$ cat src/rtl/lacc_consts.svh
// Constants for the load adaptive current control block
`ifndef LACC_CONSTS_SVH
`define LACC_CONSTS_SVH
`define LACC_LOAD_W       10
`define LACC_FIELD_W      4
`define LACC_CS_W         5
`define LACC_THR_SHIFT    5
`define LACC_FILT_DEPTH   4
`define LACC_FILT_SHIFT   2
`define LACC_CS_RESET     5'h1F
`define LACC_HIT_W        6
`endif

$ cat src/rtl/lacc_pkg.sv
// Types for the load adaptive current control block
`include "lacc_consts.svh"
package lacc_pkg;
	typedef logic [`LACC_LOAD_W-1:0] lacc_load_t;
	typedef logic [`LACC_CS_W-1:0]   lacc_cs_t;
	typedef logic [`LACC_HIT_W-1:0]  lacc_hit_t;
endpackage : lacc_pkg

$ cat src/rtl/lacc_core.sv
// Load adaptive current regulator core
`timescale 1ns/1ps
`include "lacc_consts.svh"
module lacc_core
	import lacc_pkg::*;
(
	input  wire logic                    ref_clk_in,
	input  wire logic                    resetn_in,
	input  wire logic                    meas_valid_in,
	input  wire logic [`LACC_LOAD_W-1:0] load_measurement_value_in,
	input  wire logic                    filter_enable_in,
	input  wire logic                    velocity_above_lower_in,
	input  wire logic                    velocity_below_upper_in,
	input  wire logic [3:0]              lower_load_threshold_field_in,
	input  wire logic [3:0]              upper_load_hysteresis_field_in,
	input  wire logic [1:0]              current_increment_step_in,
	input  wire logic [1:0]              current_decrement_rate_in,
	input  wire logic                    min_current_quarter_in,
	input  wire logic [`LACC_CS_W-1:0]   run_current_scale_in,
	output logic      [`LACC_LOAD_W-1:0] load_value_out,
	output logic                         load_update_out,
	output logic                         stall_out,
	output logic                         regulation_active_out,
	output logic      [`LACC_CS_W-1:0]   actual_current_scale_out
);

	// ------------------------------------------------------------
	// Window, thresholds and limits
	// ------------------------------------------------------------
	logic                      win_en;
	logic                      reg_en;
	logic [`LACC_LOAD_W:0]     lo_thr;
	logic [`LACC_LOAD_W:0]     hi_thr;
	logic [`LACC_LOAD_W-1:0]   cur_load;
	logic                      cur_valid;
	lacc_cs_t                  cs_min;
	lacc_cs_t                  cs_r;
	lacc_cs_t                  cs_nxt;
	lacc_hit_t                 hit_r;
	lacc_hit_t                 hit_nxt;
	lacc_hit_t                 hit_need;
	logic [3:0]                inc_step;
	logic [`LACC_LOAD_W-1:0]   load_r;
	logic [`LACC_LOAD_W-1:0]   load_nxt;
	logic                      upd_r;
	logic                      upd_nxt;
	logic [`LACC_LOAD_W+1:0]   acc_r;
	logic [`LACC_LOAD_W+1:0]   acc_nxt;
	logic [1:0]                cnt_r;
	logic [1:0]                cnt_nxt;

	assign win_en = velocity_above_lower_in & velocity_below_upper_in;
	assign reg_en = win_en & (lower_load_threshold_field_in != 4'h0);
	assign lo_thr = {2'h0, lower_load_threshold_field_in, 5'h00};
	assign hi_thr = {1'b0, ({1'b0, lower_load_threshold_field_in}
		+ {1'b0, upper_load_hysteresis_field_in} + 5'h01), 5'h00};
	assign cs_min = min_current_quarter_in ? (run_current_scale_in >> 2)
		: (run_current_scale_in >> 1);
	assign inc_step = 4'h1 << current_increment_step_in;

	always_comb
	begin
		unique case (current_decrement_rate_in)
			2'h0: hit_need = 6'h20;
			2'h1: hit_need = 6'h08;
			2'h2: hit_need = 6'h02;
			2'h3: hit_need = 6'h01;
		endcase
	end

	// ------------------------------------------------------------
	// Load measurement and filter
	// ------------------------------------------------------------
	// raw per step, or average of four
	always_comb
	begin
		load_nxt  = load_r;
		upd_nxt   = 1'b0;
		acc_nxt   = acc_r;
		cnt_nxt   = cnt_r;
		cur_valid = 1'b0;
		cur_load  = load_r;
		if (meas_valid_in)
		begin
			if (!filter_enable_in)
			begin
				cur_valid = 1'b1;
				cur_load  = load_measurement_value_in;
				acc_nxt   = '0;
				cnt_nxt   = 2'h0;
			end
			else if (cnt_r == 2'h3)
			begin
				cur_valid = 1'b1;
				cur_load  = 10'((acc_r + {2'h0, load_measurement_value_in})
					>> `LACC_FILT_SHIFT);
				acc_nxt   = '0;
				cnt_nxt   = 2'h0;
			end
			else
			begin
				acc_nxt = acc_r + {2'h0, load_measurement_value_in};
				cnt_nxt = cnt_r + 2'h1;
			end
		end
		if (cur_valid)
		begin
			load_nxt = cur_load;
			upd_nxt  = 1'b1;
		end
	end

	always_ff @(posedge ref_clk_in)
	begin
		if (!resetn_in)
		begin
			load_r <= '0;
			upd_r  <= 1'b0;
			acc_r  <= '0;
			cnt_r  <= 2'h0;
		end
		else
		begin
			load_r <= load_nxt;
			upd_r  <= upd_nxt;
			acc_r  <= acc_nxt;
			cnt_r  <= cnt_nxt;
		end
	end

	// ------------------------------------------------------------
	// Current scale regulation
	// ------------------------------------------------------------
	// Outside the window the scale returns to run current, as at rest
	always_comb
	begin
		cs_nxt  = cs_r;
		hit_nxt = hit_r;
		if (!reg_en)
		begin
			cs_nxt  = run_current_scale_in;
			hit_nxt = '0;
		end
		else
		begin
			if (cs_r > run_current_scale_in)
				cs_nxt = run_current_scale_in;
			else if (cs_r < cs_min)
				cs_nxt = cs_min;
			if (cur_valid)
			begin
				// Step from the clamped scale, so a new limit never escapes
				if ({1'b0, cur_load} < lo_thr)
				begin
					hit_nxt = '0;
					if ({1'b0, cs_nxt} + {2'h0, inc_step}
						>= {1'b0, run_current_scale_in})
						cs_nxt = run_current_scale_in;
					else
						cs_nxt = 5'(cs_nxt + {1'b0, inc_step});
				end
				else if ({1'b0, cur_load} >= hi_thr)
				begin
					if (hit_r + 6'h01 >= hit_need)
					begin
						hit_nxt = '0;
						if (cs_nxt > cs_min)
							cs_nxt = cs_nxt - 5'h01;
					end
					else
						hit_nxt = hit_r + 6'h01;
				end
				else
					hit_nxt = '0;
			end
		end
	end

	always_ff @(posedge ref_clk_in)
	begin
		if (!resetn_in)
		begin
			cs_r  <= `LACC_CS_RESET;
			hit_r <= '0;
		end
		else
		begin
			cs_r  <= cs_nxt;
			hit_r <= hit_nxt;
		end
	end

	assign actual_current_scale_out = cs_r;
	assign load_value_out           = load_r;
	assign load_update_out          = upd_r;
	assign regulation_active_out    = reg_en;
	assign stall_out = win_en & upd_r & (load_r == '0);
endmodule : lacc_core

$ cat config.mk
export PLATFORM = sky130hd
export DESIGN_NAME = lacc_core
export DESIGN_NICKNAME = d
export VERILOG_FILES = /design/src/rtl/lacc_pkg.sv /design/src/rtl/lacc_core.sv
export VERILOG_INCLUDE_DIRS = /design/src /design/src/rtl
export SDC_FILE = /design/constraint.sdc
export NUM_CORES = 1
export LEC_CHECK = 0
export ABC_AREA = 1
export BUFFER_PORTS_ARGS = -buffer_cell sky130_fd_sc_hd__buf_2
export CAP_MARGIN = 20
export CORE_ASPECT_RATIO = 2
export CORE_UTILIZATION = 59
export CTS_CLUSTER_SIZE = 12
export DETAILED_ROUTE_END_ITERATION = 8
export PLACE_DENSITY = 0.82
export SLEW_MARGIN = 30
export SYNTH_ARGS = -nofsm -noshare
export SYNTH_HDL_FRONTEND = slang
export SYNTH_SLANG_ARGS = --single-unit
export TNS_END_PERCENT = 5
$ cat constraint.sdc
create_clock -name ref_clk_in -period 5.3 [get_ports ref_clk_in]
set_input_delay 0.795 -clock ref_clk_in [delete_from_list [all_inputs] [get_ports ref_clk_in]]
set_output_delay 0.795 -clock ref_clk_in [all_outputs]
set_load 0.03 [all_outputs]
==> Word level (Yosys, flattened, before mapping) <==
Cells that the tools add are included.
{ "word_totals": {"register_bits": 36, "input_bits": 34, "out_inout_bits": 18, "wordCells": 60} }
{ "classes": {"add_sub_neg": 8, "magnitude_cmp": 7, "eq_ne": 4, "n_shift": 1, "n_mux": 26, "bitwise": 4, "n_reduce_logical": 4} }
{ "ops": {"columns": ["op", "count"], "rows": [
  ["5-bit two-way mux", 10],
  ["10-bit two-way mux", 3],
  ["12-bit two-way mux", 2],
  ["6-bit case mux with 4 select lines", 1],
  ["6-bit two-way mux", 3],
  ["12-bit by 10-bit adder with 12-bit output", 1],
  ["10-bit greater-or-equal comparator", 1],
  ["10-bit logical NOT", 1],
  ["10-bit by 9-bit less-than comparator with 1-bit output", 1],
  ["5-bit by 4-bit adder with 6-bit output", 1],
  ["6-bit by 1-bit adder with 6-bit output, second input constant", 1],
  ["2-bit equality test, second input constant", 3],
  ["6-bit by 5-bit greater-or-equal comparator with 1-bit output", 1],
  ["6-bit greater-or-equal comparator", 1],
  ["4-bit by 4-bit adder with 5-bit output", 1],
  ["5-bit by 1-bit adder with 5-bit output, second input constant", 1],
  ["5-bit by 4-bit adder with 5-bit output", 1],
  ["5-bit by 4-bit > comparator with 1-bit output", 1],
  ["5-bit > comparator", 1],
  ["5-bit by 4-bit less-than comparator with 1-bit output", 1],
  ["5-bit by 1-bit subtractor with 5-bit output, second input constant", 1],
  ["1-bit bitwise AND", 4],
  ["1-bit two-way mux", 4],
  ["2-bit two-way mux", 2],
  ["other kinds (7)", 7]
]} }

==> Longest topological paths before layout <==
Gate-level depths: netlist (run 1).
{ "logic_depth": {"depth_word": 12, "ltp_mapped": 38, "ltp_nobuf": 38} }

==> Worst setup path before layout (run 1) <==
Ideal clock, no wire load.
{ "synth_path": {"kind": "input to register", "startpoint": "input port run_current_scale_in[4]", "endpoint": "register cs_r[2] (netlist: actual_current_scale_out[2])", "setup_ps": 115, "arrival_time_ps": 4102, "required_ps": 5185, "setup_slack_ps": 1083, "path_stages": 25, "n_path_buf": 0, "cell_sequence": "inv_1 > or2_2 > ha_1 > or2_2 > a21oi_2 > nand3_1 > nand3_1 > nand2_1 > ha_1 > fa_1 > xor2_1 > ha_1 > a21boi_0 > o21ai_0 > nand2_1 > nand2_1 > nand3b_2 > o21ai_1 > nand3_1 > nand2_1 > inv_1 > nand2_1 > nand2_1 > nand2_1 > nand2_1"} }
{ "synth_between": {"elab_chain_cells": 12, "word_cells_on_any_way": 18, "cone_classes": "add/sub (3); order compare (4); mux (11)"} }
{ "synth_rtl": {"columns": ["element", "line_no", "text"], "rows": [
  ["from (decl)", "lacc_core.sv:19", "input wire logic [`LACC_CS_W-1:0] run_current_scale_in,"],
  ["parallel branches: the longest is 10 deep, another holds 5-bit by 4-bit adder with 6-bit output", null, null],
  ["5-bit two-way mux (*)", "lacc_core.sv:150", "if (cur_valid)"],
  ["5-bit two-way mux (*)", "lacc_core.sv:139", "if (!reg_en)"],
  ["to (signal assigned)", "lacc_core.sv:183", "cs_r <= `LACC_CS_RESET;"],
  ["to (signal assigned)", "lacc_core.sv:188", "cs_r <= cs_nxt;"],
  ["to (decl)", "lacc_core.sv:37", "lacc_cs_t cs_r;"]
]} }
Every way passes the cells marked *. The select of a mux whose other input is x is not followed.
A chain may end at the register's enable or synchronous reset.

==> Final worst setup path (run 1) <==
Same ends and word-level chain as after synthesis.

==> flow_summary.yaml, run 1 <==
detailed_routing:
  first_iter_violations: 223
  routedWlPerCell_um: 14.73
  ant_nets: 0
  drc: 0
  avgViaCountPerCell: 5.566
  drt-total-wl_um: 10930
  via_count: 4130
  firstDrtPassIters: 5
floorplan:
  die_w_um: 58.75
  core_area_um2: 6259
  rows: 41
  dieArea_um2: 6785
  io_pins: 52
  fp.dieH_um: 115.5
  initial_core_util_pct: 60.72
worst_setup_path:
  r2r_cells: 35
  crit_required_ps: 5470
  end_kind: "flop"
  cp_slowest_stage_delay_ps: 400
  reg2reg_slack_ps: 1130
  worstSetupStartpointType: "input port"
  cp_num_buf_inv: 3
  rr_endpoint: "hit_r[2]"
  cp.depth: 26
  rr_startpoint: "acc_r[0]"
  cp_max_fo: 10
  crit_start: "run_current_scale_in[4]"
  crit_family: "simple AND/OR/NAND/NOR gates"
  arrival_ps: 4870
  path_class: "in -> reg"
  endpoint: "actual_current_scale_out[2]"
  cpMostUsedCell: "nand2_1"
  cp_slowest_cell: "fa_1"
synthesis:
  async_flop_share_pct: 0
  synthDistinctLibCells: 40
  synth.largest_area_cell: "dfxtp_1"
  netlist.area_leader.share_pct: 18.97
  ys_warn_count: 0
  syn_avg_cell_area_um2: 6.260
  synth_cells: 607
  synth_edf_count: 0
  ys_top_cells_by_area: "dfxtp_1 19%, nand2_1 17%, ha_1 17%"
  synth_flop_cell: "dfxtp_1"
  synth_seq_area_share_pct: 18.97
  synth_nets: 695
  synth-seq-cells: 36
  syn_area_um2: 3800
sta:
  rsz0062_at_grt: "no"
  fin_crit_ps: 4697
  hold_viol: 0
  worst_slack_ps: 602.9
  finalMaxSlewViolations: 0
  whs_ps: 469.6
  fin_setup_tns_ps: 0
  fin_crit_sh_pct: 88.62
  max-slew-margin-rel_pct: 61.58
  finalSetupViolCount: 0
  max_freq_ghz: 0.2129
  worst_pin_slew_ps: 575.5
  finClkSkew_ps: 6.859
cells_and_area:
  area_growth_pct: 14.09
  drive_above_1_share_pct: 14.02
  final_util_pct: 69.27
  mostFrequentLayoutCells: "175 x nand2_1, 93 x inv_1, 56 x nand3_1"
  stdcell_area_um2: 4335
  nets: 743
  antenna_cells: 0
  layout.cells.non_filler: 742
  mostFrequentLayoutCell: "nand2_1"
clock_network:
  htreeDepth: 2
  cts_root_buf: "clkbuf_16"
  cts_buffers: 5
  cts_setup_buffers: 0
  cts_resized: 0
  ctsHoldBuffers: 0
  cts.clk_slew.worst_paths_ps: 60
  tritoncts: "yes"
  worst_skew_pair.late_latency_ps: 290
  clockBufferDepth: 2
  cts_sinks: 36
global_routing:
  grt_pass1_wl_um: 18320
  grtUsageMet2_pct: 66.59
  grt_usage_pct: 35.44
  use_met1_pct: 31.20
  grt-ovfl-total: 0
  busiest_layer: "met2"
  grtUsageMet3_pct: 8.147
  antenna_found_initial: 0
  grt_max_degree: 32
  grt_pass1_vias: 4237
placed_design:
  numPlacedInstances: 734
  hpwlAfterDp_um: 8604
  dp_slack_ps: 451.9
  gp_routability_congestion: 0.9602
  dpl_cell_area_um2: 4120
  io_buffers: 51
power:
  p_per_area_nw_per_um2: 280.1
  total_power_mw: 1.214
  irDropWorstVdd_mv: 0.2870
  leakage_nw: 2.377
hold_path:
  hp-class: "reg -> reg"
  hold_depth: 2
run_status:
  outcome: "complete, no violations"
flow_run:
  cap_violations: 0
-- area by class of cell --
type / count / area (um2)
multi-input combinational: 459 / 2650
clock inverter: 3 / 90.09
inverter: 101 / 379.1
timing repair buffer: 52 / 262.8
fill: 584 / 1923
sequential: 36 / 720.7
tap: 86 / 107.6
clock buffer: 5 / 125.1
-- where the power goes --
part / internal (mW) / switching [mW]
sequential: 0.284 / 0.0140
clock: 0.317 / 0.121
combinational: 0.164 / 0.313
-- layer usage --
layer | up-vias | share of wire, % | wire length, um
met3 | 51 | 4.7 | 509
met5 | - | 0 | 0
met1 | 1878 | 33 | 3642
met2 | 143 | 56 | 6127
li1 | 2058 | - | -
met4 | 0 | 5.9 | 648
-- how the worst min path moves through the flow --
stage | slack, ps | end | from
3_5_place_dp | 460 | acc_r[3] | acc_r[3]
4_1_cts | 470 | acc_r[3] | acc_r[3]
6_report | 470 | acc_r[0] | acc_r[0]
5_1_grt | 490 | acc_r[9] | acc_r[9]
3_3_place_gp | 460 | acc_r[0] | acc_r[0]
2_1_floorplan | 450 | cnt_r[0] | cnt_r[0]
-- state kept, by name (all words and copies together), names as in the netlist --
register / count
acc_r: 12
load_value_out: 10
hit_r: 6
actual_current_scale_out: 5
cnt_r: 2
load_update_out: 1
-- cells in the mapped netlist (7+ instances only) --
cell type / n
a21oi_1: 40
clkbuf_1: 8
dfxtp_1: 36
ha_1: 51
inv_1: 94
nand2_1: 175
nand2_2: 9
nand3_1: 56
nand4_1: 7
nor2_1: 38
o21ai_0: 16
xor2_1: 8
-- worst register-to-register path, delay by kind of cell (launching register included) --
family	cells	cell delay [ps]
AO/OA/AOI/OAI	4	430
buffers and inverters	5	300
adder cells (fa/ha/maj)	3	860
flip-flops	1	330
AND/OR/NAND/NOR	23	2170
-- kinds of logic after synthesis --
kind of cell             Yosys count  synth area share [%]
AO/OA/AOI/OAI                     83                 12.61
XOR/XNOR                          11                 2.536
adder cells (fa/ha/maj)           54                 18.37
buffers and inverters            112                 11.29
flip-flops                        36                 18.97
AND/OR/NAND/NOR                  311                 36.22
Power figures use the tool's default switching activity.
==> run 2: changes to the inputs <==
--- a/config.mk
+++ b/config.mk
@@ -6,14 +6,13 @@
 export SDC_FILE = /design/constraint.sdc
 export NUM_CORES = 1
 export LEC_CHECK = 0
-export ABC_AREA = 1
 export BUFFER_PORTS_ARGS = -buffer_cell sky130_fd_sc_hd__buf_2
 export CAP_MARGIN = 20
-export CORE_ASPECT_RATIO = 2
-export CORE_UTILIZATION = 59
+export CORE_ASPECT_RATIO = 1.25
+export CORE_UTILIZATION = 58
 export CTS_CLUSTER_SIZE = 12
 export DETAILED_ROUTE_END_ITERATION = 8
-export PLACE_DENSITY = 0.82
+export PLACE_DENSITY = 0.81
 export SLEW_MARGIN = 30
 export SYNTH_ARGS = -nofsm -noshare
 export SYNTH_HDL_FRONTEND = slang
==> flow_summary.yaml, run 2 <==
hold_path:
  hp-class: "reg -> reg"
power:
  leakage_nw: 1.853
  irDropWorstVdd_mv: 0.1886
  p_per_area_nw_per_um2: 248.5
worst_setup_path:
  end_kind: "flop"
  cp_slowest_cell: "fa_1"
  reg2reg_slack_ps: 660
  worstSetupStartpointType: "input port"
  cp_max_fo: 6
  arrival_ps: 5230
  cp_cell_sequence: "buf_2, inv_1, o21ai_1, inv_1, ha_1, nor3_1, a211oi_2, a211oi_4, mux2_4, mux2i_4, inv_2, ha_1, fa_1, a21o_1, a21oi_1, xor2_1, ha_1, o21ai_0, o221ai_2, mux2i_1, nand2b_1, a2111oi_4, a311oi_2"
  cp_slowest_stage_delay_ps: 400
  crit_required_ps: 5480
  cpMostUsedCell: "ha_1"
  cp_num_buf_inv: 4
  crit_family: "compound AO/OA/AOI/OAI gates"
  path_class: "in -> reg"
run_status:
  outcome: "complete, no violations"
global_routing:
  grt_pass1_vias: 3261
  grt_usage_pct: 30.04
  grt_pass1_wl_um: 14780
  grt_max_degree: 23
  grt-ovfl-total: 0
  antenna_found_initial: 0
sta:
  whs_ps: 473.6
  finalSetupViolCount: 0
  finClkSkew_ps: 9.917
  max-slew-margin-rel_pct: 42.71
  max_freq_ghz: 0.1980
  fin_crit_sh_pct: 95.32
  hold_viol: 0
  worst_pin_slew_ps: 858.0
  fin_crit_ps: 5052
  fin_setup_tns_ps: 0
  finalMaxSlewViolations: 0
placed_design:
  numPlacedInstances: 537
  io_buffers: 51
  hpwlAfterDp_um: 7306
  gp_routability_congestion: 0.9164
cells_and_area:
  area_growth_pct: 14.45
  mostFrequentLayoutCells: "51 x ha_1, 51 x buf_2, 47 x nor2_1"
  antenna_cells: 0
  largest_reg_flops: 12
  layout.cells.non_filler: 545
  largest-register: "acc_r"
  nets: 566
  final_util_pct: 68.99
  drive_above_1_share_pct: 20.88
synthesis:
  synth_cells: 421
  yosysMostFrequentCell: "ha_1"
  ys_warn_count: 0
  synth_nets: 509
  syn_area_um2: 3507
  synth_seq_area_share_pct: 20.55
  synth-seq-cells: 36
  async_flop_share_pct: 0
  netlist.area_leader.share_pct: 20.55
  synth_edf_count: 0
  synth.largest_area_cell: "dfxtp_1"
  synth_commonest_cells: "51 x ha_1, 47 x nor2_1, 37 x a21oi_1"
  syn_avg_cell_area_um2: 8.330
  synth_flop_cell: "dfxtp_1"
  synthDistinctLibCells: 70
  ys_top_cells_by_area: "dfxtp_1 21%, ha_1 18%, a21oi_1 5.3%"
clock_network:
  cts_setup_buffers: 0
  cts_sinks: 36
  worst_skew_pair.late_latency_ps: 310
  cts_root_buf: "clkbuf_8"
  htreeDepth: 2
  tritoncts: "yes"
  ctsHoldBuffers: 0
  cts_buffers: 5
  clockBufferDepth: 2
  cts.clk_slew.worst_paths_ps: 80
detailed_routing:
  via_count: 3437
  drt-total-wl_um: 9296
  drc: 0
  first_iter_violations: 216
  routedWlPerCell_um: 17.06
  ant_nets: 0
  firstDrtPassIters: 5
  avgViaCountPerCell: 6.306
floorplan:
  io_pins: 52
  fp.dieH_um: 88.94
  die_w_um: 71.55
  initial_core_util_pct: 60.28
  rows: 31
  core_area_um2: 5818
  dieArea_um2: 6364
flow_run:
  cap_violations: 0
==> run 2: cell types whose count changed after synthesis, sizes merged, moves of 6 or more <==
cell	previous run	this run
o21a	0	9
nand3	58	12
nand2b	0	14
or2	8	2
a21oi	43	37
a22oi	0	11
nor2b	0	6
mux2i	0	7
nor2	40	49
nand2	187	21
inv	100	30
==> run 2: logic make-up after synthesis <==
family / synth area share [%]
xor gates and xnor gates: 4.460
buffers and inverters: 4.674
muxes: 3.211
and+or+nand+nor: 19.51
adders and majority gates: 19.91
AOI/OAI and AO/OA: 27.68
DFF: 20.55
==> run 2: stage by stage <==
step           setup WS (ps)  total power [mW]  area, um2
2_1_floorplan          78.31            0.6100       3507
3_3_place_gp           45.66            0.7172       3876
3_5_place_dp          -135.9            0.7363       3876
4_1_cts                153.7            0.9811       3988
5_1_grt               -24.09             1.055       4014
6_report               248.3            0.9975       4014
==> run 2: final timing paths <==
path / from / endpoint / cells after the start
max: run_current_scale_in[2] / actual_current_scale_out[3] / 23
max reg2reg: actual_current_scale_out[3] / actual_current_scale_out[3] / 17
min: acc_r[8] / acc_r[8] / 2
min reg2reg: acc_r[8] / acc_r[8] / 2
==> run 2: power by group <==
part | switching [mW] | total (mW) | internal, mW
clock | 0.110 | 0.249 | 0.139
combinational | 0.268 | 0.451 | 0.184
sequential | 0.0129 | 0.297 | 0.284
total | 0.391 | 0.998 | 0.607
==> run 2: worst min-delay path, cell delays in order (launching register included) <==
cell and delay (ps):
dfxtp_1 320, nand2_1 60, a21oi_1 50
==> run 2: layout make-up <==
| type | count | area (um2) |
|---|---|---|
| fillers | 471 | 1804 |
| clock buffers | 5 | 68.82 |
| clock inverters | 3 | 42.54 |
| repair buffers | 62 | 337.8 |
| well taps | 66 | 82.58 |
| multi-input cells | 343 | 2649 |
| flip-flops and latches | 36 | 720.7 |
| inverters | 30 | 112.6 |
==> run 2: layer usage <==
metal | vias up | share of wire, % | wire length (um) | global-route usage, %
li1 | 1666 | - | - | -
met1 | 1626 | 39 | 3663 | 32.59
met2 | 115 | 52 | 4864 | 55.93
met3 | 30 | 4.5 | 419 | 4.735
met4 | 0 | 3.7 | 348 | 16.93
met5 | - | 0 | 0 | 0
==> run 2: timing repair <==
| action | in CTS | in global routing |
|---|---|---|
| hold endpoints to repair | 0 | 0 |
| endpoints found under the setup margin | 0 | 5 |
| resized for setup | 0 | 4 |
==> run 3: changes to the inputs <==
--- a/config.mk
+++ b/config.mk
@@ -8,11 +8,13 @@
 export LEC_CHECK = 0
 export BUFFER_PORTS_ARGS = -buffer_cell sky130_fd_sc_hd__buf_2
 export CAP_MARGIN = 20
+export CELL_PAD_IN_SITES_DETAIL_PLACEMENT = 1
+export CELL_PAD_IN_SITES_GLOBAL_PLACEMENT = 1
 export CORE_ASPECT_RATIO = 1.25
-export CORE_UTILIZATION = 58
+export CORE_UTILIZATION = 44
 export CTS_CLUSTER_SIZE = 12
 export DETAILED_ROUTE_END_ITERATION = 8
-export PLACE_DENSITY = 0.81
+export PLACE_DENSITY_LB_ADDON = 0.1
 export SLEW_MARGIN = 30
 export SYNTH_ARGS = -nofsm -noshare
 export SYNTH_HDL_FRONTEND = slang
==> flow_summary.yaml, run 3 (synthesized netlist as in run 2, its figures left out) <==
run_status:
  outcome: "complete, no violations"
clock_network:
  cts.clk_slew.worst_paths_ps: 80
  tritoncts: "yes"
  cts_sinks: 36
  cts_root_buf: "clkbuf_8"
  clockBufferDepth: 2
  cts_buffers: 5
  htreeDepth: 2
  worst_skew_pair.late_latency_ps: 300
  ctsHoldBuffers: 0
detailed_routing:
  firstDrtPassIters: 5
  ant_nets: 0
  avgViaCountPerCell: 5.966
  drc: 0
  routedWlPerCell_um: 18.68
  drt-total-wl_um: 10850
  first_iter_violations: 126
  via_count: 3466
global_routing:
  grt_pass1_wl_um: 17170
  grt-ovfl-total: 0
  grt_usage_pct: 27.23
  grt_pass1_vias: 3514
  grt_max_degree: 23
  antenna_found_initial: 0
worst_setup_path:
  end_kind: "flop"
  crit_required_ps: 5490
  arrival_ps: 5180
  reg2reg_slack_ps: 640
  cp_max_fo: 6
  worstSetupStartpointType: "input port"
  path_class: "in -> reg"
  r2r_cells: 22
cells_and_area:
  antenna_cells: 0
  stdcell_area_um2: 4106
  largest-register: "acc_r"
  largest_reg_flops: 12
  fill_cells: 980
  mostFrequentLayoutCells: "51 x ha_1, 51 x buf_2, 47 x nor2_1"
  nets: 573
  area_growth_pct: 17.09
  drive_above_1_share_pct: 22.22
sta:
  whs_ps: 491.3
  max-slew-margin-rel_pct: 41.73
  finalMaxSlewViolations: 0
  fin_crit_ps: 4987
  rsz0062_at_grt: "no"
  max_freq_ghz: 0.2005
  worst_pin_slew_ps: 873.1
  fin_crit_sh_pct: 94.10
  finClkSkew_ps: 9.087
  finalSetupViolCount: 0
  worst_slack_ps: 312.7
  hold_viol: 0
power:
  leakage_nw: 1.881
  p_per_area_nw_per_um2: 250.1
  irDropWorstVdd_mv: 0.1478
floorplan:
  die_w_um: 81.86
  initial_core_util_pct: 45.27
  fp.dieH_um: 101.8
  core_area_um2: 7747
  rows: 36
  io_pins: 52
  dieArea_um2: 8334
placed_design:
  hpwlAfterDp_um: 8796
  dp_slack_ps: -142.3
  io_buffers: 51
  gp_routability_congestion: 0.8714
  dpl_cell_area_um2: 3958
hold_path:
  hold_depth: 2
  hp-class: "reg -> reg"
flow_run:
  cap_violations: 0
## run 3: area by class of cell
class,instances,area (um2),share of cell area [%]
clock buffer,6,72.57,1.767
clock inverter,2,35.03,0.8531
inverter,30,112.6,2.742
multi-input combinational,343,2656,64.69
sequential,36,720.7,17.55
tap,95,118.9,2.895
timing repair buffer,69,390.4,9.506
## run 3: stage by stage
step / power, mW / cells / utilization [%] / TNS, ps
6_report: 1.027 / 581 / 53.00 / 0
4_1_cts: 1.010 / 580 / 52.47 / 0
3_5_place_dp: 0.7610 / 572 / 51.08 / -364.9
5_1_grt: 1.094 / 581 / 53.00 / 0
2_1_floorplan: 0.6100 / 421 / - / 0
3_3_place_gp: 0.7430 / 572 / 51.08 / 0
## run 3: final timing paths
path / startpoint / end
worst max register to register: acc_r[0] / actual_current_scale_out[3]
worst min-delay path: acc_r[8] / acc_r[8]
worst min register to register: acc_r[8] / acc_r[8]
worst max-delay path: run_current_scale_in[2] / actual_current_scale_out[1]
## run 3: critical path, stage by stage
cell and delay (ps):
buf_2 110, inv_1 50, o21ai_1 160, inv_1 80, ha_1 270, nor3_1 220
a211oi_2 90, a211oi_4 270, mux2_4 330, mux2i_4 160, inv_2 50, ha_1 200
fa_1 410, a21o_1 180, a21oi_1 180, xor2_1 230, ha_1 260, o21ai_0 100
o221ai_2 210, buf_4 180, buf_4 130, o21ai_0 270, o2bb2ai_1 150, o21ai_0 90
## run 3: where the power goes
part	switching, mW	internal [mW]	leakage (nW)
clock	0.114	0.140	0.0552
sequential	0.0141	0.284	0.295
combinational	0.277	0.198	1.53
## run 3: repair_timing
item / in CTS / in global routing
setup endpoints to repair: 0 / 3
resized for setup: 0 / 8
setup buffers: 0 / 1
## run 3: layer usage
metal | up-vias | routed length, um | global-route usage (%)
li1 | 1679 | - | -
met1 | 1697 | 4353 | 30.21
met2 | 69 | 5902 | 52.07
met3 | 21 | 293 | 2.321
met4 | 0 | 303 | 10.66
met5 | - | 0 | 0
